### src/hdl/spmd_pkg.sv
// Shared constants and types for the serial port mode decoder.
// Assumes every user refers to names as spmd_pkg::name; nothing is imported.
package spmd_pkg;

  // Three mode-select pins and three line channels.
  localparam int MODE_W = 3;
  localparam int LINES = 3;

  // Mode-select codes that are not the balanced default.
  localparam logic [2:0] MODE_V35 = 3'h4;
  localparam logic [2:0] MODE_V28 = 3'h6;
  localparam logic [2:0] MODE_NO_CABLE = 3'h7;

  // Channel indices; driver 3 and receiver 1 share one cable pair.
  localparam int DRV_SHARED = 2;
  localparam int RCV_SHARED = 0;

  // Electrical standard carried on the active lines.
  typedef enum logic [1:0] {
    SPMD_STD_V11,
    SPMD_STD_V35,
    SPMD_STD_V28,
    SPMD_STD_OFF
  } spmd_std_type;

  // Complete line configuration produced by the decoder.
  typedef struct packed {
    logic [2:0] drv_en;
    logic [2:0] rcv_en;
    logic [2:0] diff_term;
    logic [2:0] cm_term;
    spmd_std_type std;
    logic pump_en;
    logic bias_en;
  } spmd_line_cfg_type;

  localparam spmd_line_cfg_type CFG_RESET = '{
    drv_en: 3'h0, rcv_en: 3'h0, diff_term: 3'h6, cm_term: 3'h0,
    std: SPMD_STD_OFF, pump_en: 1'b0, bias_en: 1'b0};

  // AXI4-Lite register map.
  localparam int ADDR_W = 4;
  localparam logic [3:0] REG_CTRL = 4'h0;
  localparam logic [3:0] REG_STATUS = 4'h4;
  localparam logic [3:0] REG_LINES = 4'h8;
  localparam logic [1:0] RESP_OKAY = 2'h0;
  localparam logic [1:0] RESP_DECERR = 2'h3;

  // Control register fields.
  localparam int CTRL_OVR_BIT = 0;
  localparam int CTRL_MODE_LSB = 1;
  localparam int CTRL_ROLE_BIT = 4;
  localparam logic [4:0] CTRL_RESET = 5'h00;

  // Status register fields.
  localparam int STAT_MODE_LSB = 0;
  localparam int STAT_ROLE_BIT = 3;
  localparam int STAT_STD_LSB = 4;
  localparam int STAT_NOCAB_BIT = 6;
  localparam int STAT_PUMP_BIT = 7;

  // Line register fields.
  localparam int LINE_DRV_LSB = 0;
  localparam int LINE_RCV_LSB = 3;
  localparam int LINE_DIFF_LSB = 6;
  localparam int LINE_CM_LSB = 9;

endpackage : spmd_pkg

### src/hdl/spmd_decode.sv
// Pure combinational decode of mode code and port role into a line setup.
// Assumes the mode code already has floating pins resolved to ones.
`timescale 1ns/10ps
module spmd_decode (
  mode_code, // Resolved three-bit mode code.
  role_dce, // High for the DCE role, low for DTE.
  cfg // Decoded line configuration.
);
  input wire logic [2:0] mode_code;
  input wire logic role_dce;
  output spmd_pkg::spmd_line_cfg_type cfg;

  // Standard selection, then per-line enables and terminations from it.
  always_comb begin
    cfg = spmd_pkg::CFG_RESET;
    unique case (mode_code)
      spmd_pkg::MODE_V35: cfg.std = spmd_pkg::SPMD_STD_V35;
      spmd_pkg::MODE_V28: cfg.std = spmd_pkg::SPMD_STD_V28;
      spmd_pkg::MODE_NO_CABLE: cfg.std = spmd_pkg::SPMD_STD_OFF;
      default: cfg.std = spmd_pkg::SPMD_STD_V11;
    endcase
    if (cfg.std != spmd_pkg::SPMD_STD_OFF) begin
      cfg.pump_en = 1'b1;
      cfg.bias_en = 1'b1;
      cfg.drv_en = 3'h7;
      cfg.rcv_en = 3'h7;
      cfg.drv_en[spmd_pkg::DRV_SHARED] = role_dce;
      cfg.rcv_en[spmd_pkg::RCV_SHARED] = !role_dce;
    end
    cfg.diff_term = cfg.rcv_en;
    // receivers 2 and 3 stay terminated
    cfg.diff_term[1] = 1'b1;
    cfg.diff_term[2] = 1'b1;
    if (cfg.std == spmd_pkg::SPMD_STD_V35) begin
      cfg.cm_term = cfg.rcv_en;
    end
  end

endmodule : spmd_decode

### src/hdl/spmd_line_ctrl.sv
// Registered line stage: gates driver pins and receiver outputs per channel.
// Assumes the enables come from the registered configuration in the top level.
`timescale 1ns/10ps
module spmd_line_ctrl (
  sys_clk, // System clock.
  resetn, // Asynchronous reset, active low.
  drv_en, // Driver enables per channel.
  rcv_en, // Receiver enables per channel.
  drv_data, // Logic data into the drivers.
  cable_rcv, // Sampled cable receiver levels.
  cable_drv, // Driver level toward the cable.
  cable_drv_oe, // High while the driver pair is driven.
  rcv_data, // Receiver data toward the logic side.
  rcv_oe // High while the receiver output is enabled.
);
  input wire logic sys_clk;
  input wire logic resetn;
  input wire logic [2:0] drv_en;
  input wire logic [2:0] rcv_en;
  input wire logic [2:0] drv_data;
  input wire logic [2:0] cable_rcv;
  output logic [2:0] cable_drv;
  output logic [2:0] cable_drv_oe;
  output logic [2:0] rcv_data;
  output logic [2:0] rcv_oe;

  logic [2:0] nxt_drv;
  logic [2:0] nxt_drv_oe;
  logic [2:0] nxt_rcv;
  logic [2:0] nxt_rcv_oe;

  // One identical gate per channel; disabled lines are held low.
  genvar g;
  for (g = 0; g < spmd_pkg::LINES; g++) begin : g_line
    always_comb begin
      nxt_drv_oe[g] = drv_en[g];
      nxt_drv[g] = drv_en[g] & drv_data[g];
      nxt_rcv_oe[g] = rcv_en[g];
      nxt_rcv[g] = rcv_en[g] & cable_rcv[g];
    end
  end

  // Registering keeps every pin glitch free at the cost of one cycle.
  always_ff @(posedge sys_clk or negedge resetn) begin
    if (!resetn) begin
      cable_drv <= 3'h0;
      cable_drv_oe <= 3'h0;
      rcv_data <= 3'h0;
      rcv_oe <= 3'h0;
    end else begin
      cable_drv <= nxt_drv;
      cable_drv_oe <= nxt_drv_oe;
      rcv_data <= nxt_rcv;
      rcv_oe <= nxt_rcv_oe;
    end
  end

endmodule : spmd_line_ctrl

### src/hdl/spmd_top.sv
// Top of the serial port mode decoder: pin resolution, AXI4-Lite registers,
// registered line configuration and the per-channel line stage.
// Assumes pins are synchronous to sys_clk and a single AXI4-Lite master.
//
// How it works
// - codes 000-011 and 101 balanced, 100 V.35, 110 V.28, 111 no cable.
// - role high enables driver 3, low enables receiver 1 instead.
// - an undriven mode pin reads as one.
// - all mode pins floating gives no cable whatever the role.
// - in no cable every driver floats and every receiver is off.
// - in no cable receivers 2 and 3 keep differential termination.
// - balanced mode closes only the active receivers' differential switch.
// - termination follows the decoded standard with no other action.
// - V.35 closes differential and common-mode switches on active receivers.
// - no cable also turns off charge pump and bias.
//
// Design decisions made here: the placing of the registers and the AXI4-Lite slave port.
`timescale 1ns/10ps
module spmd_top (
  sys_clk, // System clock, 100 MHz.
  resetn, // Asynchronous reset, active low.
  proto_sel_bit0, // Mode-select pin 0 level.
  proto_sel_bit1, // Mode-select pin 1 level.
  proto_sel_bit2, // Mode-select pin 2 level.
  proto_sel_driven, // High where a mode pin is actually driven.
  port_role_sel, // High for DCE, low for DTE.
  line_driver_1, // Data into driver 1.
  line_driver_2, // Data into driver 2.
  line_driver_3, // Data into driver 3.
  cable_rcv, // Receiver levels from the cable.
  cable_drv, // Driver levels toward the cable.
  cable_drv_oe, // Driver pair output enables.
  line_receiver_1, // Receiver 1 data out.
  line_receiver_2, // Receiver 2 data out.
  line_receiver_3, // Receiver 3 data out.
  line_receiver_oe, // Receiver output enables.
  diff_term_switch, // Differential termination switches closed.
  common_mode_term_switch, // Common-mode termination switches closed.
  line_std, // Electrical standard in force.
  charge_pump_en, // Charge pump running.
  bias_en, // Bias circuitry running.
  s_axi_awaddr, // Write address.
  s_axi_awvalid, // Write address valid.
  s_axi_awready, // Write address ready.
  s_axi_wdata, // Write data.
  s_axi_wstrb, // Write byte strobes.
  s_axi_wvalid, // Write data valid.
  s_axi_wready, // Write data ready.
  s_axi_bresp, // Write response.
  s_axi_bvalid, // Write response valid.
  s_axi_bready, // Write response ready.
  s_axi_araddr, // Read address.
  s_axi_arvalid, // Read address valid.
  s_axi_arready, // Read address ready.
  s_axi_rdata, // Read data.
  s_axi_rresp, // Read response.
  s_axi_rvalid, // Read data valid.
  s_axi_rready // Read data ready.
);
  input wire logic sys_clk;
  input wire logic resetn;
  input wire logic proto_sel_bit0;
  input wire logic proto_sel_bit1;
  input wire logic proto_sel_bit2;
  input wire logic [2:0] proto_sel_driven;
  input wire logic port_role_sel;
  input wire logic line_driver_1;
  input wire logic line_driver_2;
  input wire logic line_driver_3;
  input wire logic [2:0] cable_rcv;
  output logic [2:0] cable_drv;
  output logic [2:0] cable_drv_oe;
  output logic line_receiver_1;
  output logic line_receiver_2;
  output logic line_receiver_3;
  output logic [2:0] line_receiver_oe;
  output logic [2:0] diff_term_switch;
  output logic [2:0] common_mode_term_switch;
  output spmd_pkg::spmd_std_type line_std;
  output logic charge_pump_en;
  output logic bias_en;
  input wire logic [3:0] s_axi_awaddr;
  input wire logic s_axi_awvalid;
  output logic s_axi_awready;
  input wire logic [31:0] s_axi_wdata;
  input wire logic [3:0] s_axi_wstrb;
  input wire logic s_axi_wvalid;
  output logic s_axi_wready;
  output logic [1:0] s_axi_bresp;
  output logic s_axi_bvalid;
  input wire logic s_axi_bready;
  input wire logic [3:0] s_axi_araddr;
  input wire logic s_axi_arvalid;
  output logic s_axi_arready;
  output logic [31:0] s_axi_rdata;
  output logic [1:0] s_axi_rresp;
  output logic s_axi_rvalid;
  input wire logic s_axi_rready;

  logic [2:0] pin_level;
  logic [2:0] pin_code;
  logic [2:0] eff_code;
  logic eff_role;
  spmd_pkg::spmd_line_cfg_type dec_cfg;
  spmd_pkg::spmd_line_cfg_type cfg_ff;
  logic [2:0] code_ff;
  logic role_ff;
  logic [4:0] ctrl_ff;
  logic [4:0] nxt_ctrl;
  logic aw_held_ff;
  logic nxt_aw_held;
  logic [3:0] awaddr_ff;
  logic [3:0] nxt_awaddr;
  logic w_held_ff;
  logic nxt_w_held;
  logic [31:0] wdata_ff;
  logic [31:0] nxt_wdata;
  logic [3:0] wstrb_ff;
  logic [3:0] nxt_wstrb;
  logic nxt_awready;
  logic nxt_wready;
  logic nxt_bvalid;
  logic [1:0] nxt_bresp;
  logic nxt_arready;
  logic nxt_rvalid;
  logic [31:0] nxt_rdata;
  logic [1:0] nxt_rresp;
  logic [2:0] rcv_data;

  assign pin_level = {proto_sel_bit2, proto_sel_bit1, proto_sel_bit0};
  assign pin_code = pin_level | ~proto_sel_driven;

  // Software may override the pins; by default the pins, jumpers or cable
  // decide, so a board with no processor still works after reset.
  assign eff_code = ctrl_ff[spmd_pkg::CTRL_OVR_BIT] ?
      ctrl_ff[spmd_pkg::CTRL_MODE_LSB +: spmd_pkg::MODE_W] : pin_code;
  assign eff_role = ctrl_ff[spmd_pkg::CTRL_OVR_BIT] ?
      ctrl_ff[spmd_pkg::CTRL_ROLE_BIT] : port_role_sel;

  spmd_decode u_decode (
    .mode_code(eff_code),
    .role_dce(eff_role),
    .cfg(dec_cfg)
  );

  // Configuration is registered every cycle so that all outputs leave flops.
  always_ff @(posedge sys_clk or negedge resetn) begin
    if (!resetn) begin
      cfg_ff <= spmd_pkg::CFG_RESET;
      code_ff <= spmd_pkg::MODE_NO_CABLE;
      role_ff <= 1'b0;
    end else begin
      cfg_ff <= dec_cfg;
      code_ff <= eff_code;
      role_ff <= eff_role;
    end
  end

  assign diff_term_switch = cfg_ff.diff_term;
  assign common_mode_term_switch = cfg_ff.cm_term;
  assign line_std = cfg_ff.std;
  assign charge_pump_en = cfg_ff.pump_en;
  assign bias_en = cfg_ff.bias_en;

  spmd_line_ctrl u_lines (
    .sys_clk(sys_clk),
    .resetn(resetn),
    .drv_en(cfg_ff.drv_en),
    .rcv_en(cfg_ff.rcv_en),
    .drv_data({line_driver_3, line_driver_2, line_driver_1}),
    .cable_rcv(cable_rcv),
    .cable_drv(cable_drv),
    .cable_drv_oe(cable_drv_oe),
    .rcv_data(rcv_data),
    .rcv_oe(line_receiver_oe)
  );

  assign line_receiver_1 = rcv_data[0];
  assign line_receiver_2 = rcv_data[1];
  assign line_receiver_3 = rcv_data[2];

  // Write channel: address and data are caught separately in either order,
  // the register is written once both are held, then the response is given.
  always_comb begin
    nxt_aw_held = aw_held_ff;
    nxt_awaddr = awaddr_ff;
    nxt_w_held = w_held_ff;
    nxt_wdata = wdata_ff;
    nxt_wstrb = wstrb_ff;
    nxt_ctrl = ctrl_ff;
    nxt_bvalid = s_axi_bvalid;
    nxt_bresp = s_axi_bresp;
    if (s_axi_bvalid && s_axi_bready) begin
      nxt_bvalid = 1'b0;
    end
    if (s_axi_awvalid && s_axi_awready) begin
      nxt_aw_held = 1'b1;
      nxt_awaddr = s_axi_awaddr;
    end
    if (s_axi_wvalid && s_axi_wready) begin
      nxt_w_held = 1'b1;
      nxt_wdata = s_axi_wdata;
      nxt_wstrb = s_axi_wstrb;
    end
    if (aw_held_ff && w_held_ff && !s_axi_bvalid) begin
      nxt_aw_held = 1'b0;
      nxt_w_held = 1'b0;
      nxt_bvalid = 1'b1;
      nxt_bresp = spmd_pkg::RESP_OKAY;
      unique case (awaddr_ff)
        spmd_pkg::REG_CTRL: begin
          if (wstrb_ff[0]) begin
            nxt_ctrl = wdata_ff[4:0];
          end
        end
        spmd_pkg::REG_STATUS, spmd_pkg::REG_LINES: begin
          nxt_bresp = spmd_pkg::RESP_OKAY;
        end
        default: nxt_bresp = spmd_pkg::RESP_DECERR;
      endcase
    end
    // Ready drops while a word is held so a second one cannot overwrite it.
    nxt_awready = !nxt_aw_held && !nxt_bvalid;
    nxt_wready = !nxt_w_held && !nxt_bvalid;
  end

  // Write channel state.
  always_ff @(posedge sys_clk or negedge resetn) begin
    if (!resetn) begin
      aw_held_ff <= 1'b0;
      awaddr_ff <= 4'h0;
      w_held_ff <= 1'b0;
      wdata_ff <= 32'h0;
      wstrb_ff <= 4'h0;
      ctrl_ff <= spmd_pkg::CTRL_RESET;
      s_axi_awready <= 1'b0;
      s_axi_wready <= 1'b0;
      s_axi_bvalid <= 1'b0;
      s_axi_bresp <= 2'h0;
    end else begin
      aw_held_ff <= nxt_aw_held;
      awaddr_ff <= nxt_awaddr;
      w_held_ff <= nxt_w_held;
      wdata_ff <= nxt_wdata;
      wstrb_ff <= nxt_wstrb;
      ctrl_ff <= nxt_ctrl;
      s_axi_awready <= nxt_awready;
      s_axi_wready <= nxt_wready;
      s_axi_bvalid <= nxt_bvalid;
      s_axi_bresp <= nxt_bresp;
    end
  end

  // Read channel: data is sampled at the address handshake and held until
  // the master takes it; unmapped words read zero with a decode error.
  always_comb begin
    nxt_rvalid = s_axi_rvalid;
    nxt_rdata = s_axi_rdata;
    nxt_rresp = s_axi_rresp;
    if (s_axi_rvalid && s_axi_rready) begin
      nxt_rvalid = 1'b0;
    end
    if (s_axi_arvalid && s_axi_arready) begin
      nxt_rvalid = 1'b1;
      nxt_rdata = 32'h0;
      nxt_rresp = spmd_pkg::RESP_OKAY;
      unique case (s_axi_araddr)
        spmd_pkg::REG_CTRL: nxt_rdata[4:0] = ctrl_ff;
        spmd_pkg::REG_STATUS: begin
          nxt_rdata[spmd_pkg::STAT_MODE_LSB +: spmd_pkg::MODE_W] = code_ff;
          nxt_rdata[spmd_pkg::STAT_ROLE_BIT] = role_ff;
          nxt_rdata[spmd_pkg::STAT_STD_LSB +: 2] = cfg_ff.std;
          nxt_rdata[spmd_pkg::STAT_NOCAB_BIT] = (cfg_ff.std == spmd_pkg::SPMD_STD_OFF);
          nxt_rdata[spmd_pkg::STAT_PUMP_BIT] = cfg_ff.pump_en;
        end
        spmd_pkg::REG_LINES: begin
          nxt_rdata[spmd_pkg::LINE_DRV_LSB +: spmd_pkg::LINES] = cfg_ff.drv_en;
          nxt_rdata[spmd_pkg::LINE_RCV_LSB +: spmd_pkg::LINES] = cfg_ff.rcv_en;
          nxt_rdata[spmd_pkg::LINE_DIFF_LSB +: spmd_pkg::LINES] = cfg_ff.diff_term;
          nxt_rdata[spmd_pkg::LINE_CM_LSB +: spmd_pkg::LINES] = cfg_ff.cm_term;
        end
        default: nxt_rresp = spmd_pkg::RESP_DECERR;
      endcase
    end
    nxt_arready = !nxt_rvalid;
  end

  // Read channel state.
  always_ff @(posedge sys_clk or negedge resetn) begin
    if (!resetn) begin
      s_axi_arready <= 1'b0;
      s_axi_rvalid <= 1'b0;
      s_axi_rdata <= 32'h0;
      s_axi_rresp <= 2'h0;
    end else begin
      s_axi_arready <= nxt_arready;
      s_axi_rvalid <= nxt_rvalid;
      s_axi_rdata <= nxt_rdata;
      s_axi_rresp <= nxt_rresp;
    end
  end

endmodule : spmd_top

### config.mk
export PLATFORM = sky130hd
export DESIGN_NAME = spmd_top
export DESIGN_NICKNAME = d
export VERILOG_FILES = /design/src/hdl/spmd_pkg.sv /design/src/hdl/spmd_decode.sv /design/src/hdl/spmd_line_ctrl.sv /design/src/hdl/spmd_top.sv
export SDC_FILE = /design/constraint.sdc
export NUM_CORES = 1
export LEC_CHECK = 0
export ABC_AREA = 0
export BUFFER_PORTS_ARGS = -buffer_cell sky130_fd_sc_hd__buf_2
export CORE_MARGIN = 2
export CORE_UTILIZATION = 40
export DETAILED_ROUTE_END_ITERATION = 10
export PLACE_DENSITY = 0.66
export SYNTH_ARGS = -nofsm -noshare
export SYNTH_HDL_FRONTEND = slang
export SYNTH_HIERARCHICAL = 1
export SYNTH_SLANG_ARGS = --single-unit
### constraint.sdc
create_clock -name sys_clk -period 5.5 [get_ports sys_clk]
set_clock_uncertainty 0.2 [all_clocks]
set_input_delay 0.275 -clock sys_clk [delete_from_list [all_inputs] [get_ports sys_clk]]
set_output_delay 0.275 -clock sys_clk [all_outputs]
set_load 0.01 [all_outputs]
==> impl_metrics.toml <==
[power_and_ir_drop]
switching_share_pct = 28.59
ir_drop_mv = 0.2282
pwr-share-clk_pct = 32.2
pwr-share-seq_pct = 46.0
p_per_area_mw_per_mm2 = 475.4
p_sw_mw = 0.4856
power.leakage_nw = 1.749
internal_power_mw = 1.213
p_comb_share_pct = 21.8

[synth]
synth_top_area_cell = "dfrtp_1"
synth_seq_cells = 68
synth_common_cells = "dfrtp_1, buf_4, nand2_1, mux2_2"
synthMuxAreaShare_pct = 7.477
synth_compound_area_share_pct = 5.830
synth_ff_type = "dfrtp_1"
synth_most_common_cell = "dfrtp_1"
synth_cell_types = 35
synthArstFlopShare_pct = 100.0
yosysTopAreaCellShare_pct = 54.29
synth_edf_count = 0
synth_top_family_by_area = "simple AND/OR/NAND/NOR gates"
ys_warn_count = 6
yosysSeqAreaShare_pct = 60.84
synth_area_sq_mm = 0.002811
synthTopCellsByArea = "dfrtp_1, buf_4, dfstp_2"
syn_inst = 222
synth_adder_area_share_pct = 0
synth_area_per_cell_sq_um = 12.66
synthXorXnorAreaFrac_pct = 0.3115
yosys.area_share.simple_pct = 13.57

[drt]
wirelength_mm = 5.083
drt_pass1_iterations = 4
drt-vias-per-instance = 4.390
vias = 1800
detail_route.iter0.violations = 108
drt-wirelength-per-cell_um = 12.40
antenna_left = 0
drc = 0

[timing]
rsz0062_at_grt = "false"
max_freq_ghz = 0.4936
min_period_over_period_pct = 36.83
period_needed_ns = 2.026
finalHoldViolCount = 0
worstMarginPinSlew_ns = 0.8182
slew-limit-headroom_pct = 45.45
slew_viol_final = 0
finalSetupTns_ns = 0
setup_violations = 0

[floorplanning]
die_w_um = 87.84
coreArea_sq_mm = 0.006794
initial_utilization_pct = 41.38
io_pins = 127
num_rows = 30
die_height_um = 87.84
die-area_sq_mm = 0.007715

[grt]
grt_pass1_wl_mm = 8.162
overflow = 0
antenna_found_initial = 0
grt_use_total_pct = 14.21
grt_max_degree = 69
grt_pass1_vias = 1741

[cts]
cts_resized = 0
cts_root_buf = "clkbuf_8"
numCtsBuffers = 9
cts_tree = "yes"
path_clk_slew_ns = 0.07
cts_buffer_depth = 2
h-tree-depth = 3
post_cts_buffers = 0
clock_latency_ns = 0.34
clock_sinks = 68

[worst_setup_path]
path_max_fanout = 9
cp.required_ns = 5.53
crit_arrival_ns = 2.06
end_kind = "flop"
r2r_slack_ns = 3.47
critPathLaunchType = "flop"
crit_type = "flop to flop"

[place]
portBuffers = 76
dpl.hpwl_mm = 3.648
place_inst = 371
place.gp.congestion = 0.7351

[cells_and_area]
drive_gt1_share_pct = 39.81
n_fill_cell = 619
area_growth_pct = 27.06
multi_input_area_sq_um = 847.1
seqCellArea_sq_mm = 0.001710
fin_cells = 410
diodes = 0
fin_nets = 373

[run_status]
run_status = "completed"

[job]
drv_cap = 0

[hold_path]
min_path_type = "input port to flop"
==> worst max-delay path, cell delays in order (launching register included) <==
cell     delay [ns]
dfrtp_1        0.48
nor2b_1        0.18
a21oi_1        0.40
nand3_1        0.36
and2_2         0.30
==> final cells by class <==
class | count | area share [%]
flip-flops and latches | 68 | 47.88
multi-input cells | 128 | 23.71
repair buffers | 100 | 17.30
clock inverters | 7 | 4.063
clock buffers | 9 | 3.468
well taps | 96 | 3.363
inverters | 2 | 0.2102
==> routing by layer <==
layer | global-route usage, % | vias to the layer above | wire [um]
met5 | 0 | - | 0
met4 | 5.874 | 0 | 34
met3 | 5.090 | 4 | 342
met2 | 21.90 | 71 | 2423
met1 | 18.25 | 864 | 2283
li1 | - | 861 | -
==> cells by family (layout without fill, tap and decap cells) <==
logic type,Yosys count,after routing
compound gates,26,26
xor+xnor,1,1
buf+inv,46,118
flops,68,68
mux,17,17
other cells,2,22
simple gates,62,62
==> power groups by stage <==
stage	clock network, mW	logic, mW	registers, mW
4_1_cts	0.558	0.376	0.786
2_1_floorplan	0	0.277	0.790
6_report	0.546	0.370	0.782
3_3_place_gp	0	0.357	0.789
3_5_place_dp	0	0.363	0.796
5_1_grt	0.582	0.414	0.805
==> flip-flops by register name (all words and copies together), names as in the netlist, 4 cells and up <==
name and count:
cfg_ff 6, wdata_ff 5, awaddr_ff 4, ctrl_ff 5, s_axi_rdata 12
==> path summary, 6_finish.rpt <==
kind	endpoint	cells past startpoint	from
min	aw_held_ff	3	s_axi_awvalid
max reg2reg	cfg_ff[15]	4	ctrl_ff[0]
min reg2reg	u_lines/cable_drv_oe[2]	0	cfg_ff[15]
max in group asynchronous	awaddr_ff[1]	3	resetn
min in group asynchronous	u_lines/rcv_data[1]	3	resetn
max	cfg_ff[15]	4	ctrl_ff[0]
==> cells in the final DEF, fill, tap and decap left out, drive strengths merged, types with 2 or more instances in the layout <==
cell and instances:
a21oi 9, a222oi 4, a22oi 2, and2 10
buf 77, bufinv 4, clkbuf 9, conb 22
dfrtp 61, dfstp 7, dlygate4sd3 23, inv 4
mux2 17, nand2 20, nand3 7, nor2 8
nor2b 8, nor4 2, o21ai 8
==> through the flow <==
stage / utilization (%) / power (mW) / area (sq um) / hold WS [ns] / worst slack (ns)
final: 52.58 / 1.698 / 3572 / 0.02373 / 3.474
after global routing: 52.58 / 1.802 / 3572 / 0.02582 / 3.374
after CTS: 52.58 / 1.720 / 3572 / 0.01800 / 3.436
after detailed placement: 45.23 / 1.159 / 3073 / 0.2092 / 3.451
after global placement: 45.23 / 1.146 / 3073 / 0.2120 / 3.458
after floorplan: - / 1.067 / 2887 / -0.2206 / 3.757
==> what timing repair did <==
item,in CTS,in global routing
endpoints found under the hold margin,84,0
endpoints found under the setup margin,0,0
hold buffers,23,0
Note: power is estimated with default switching activity, not from simulation.
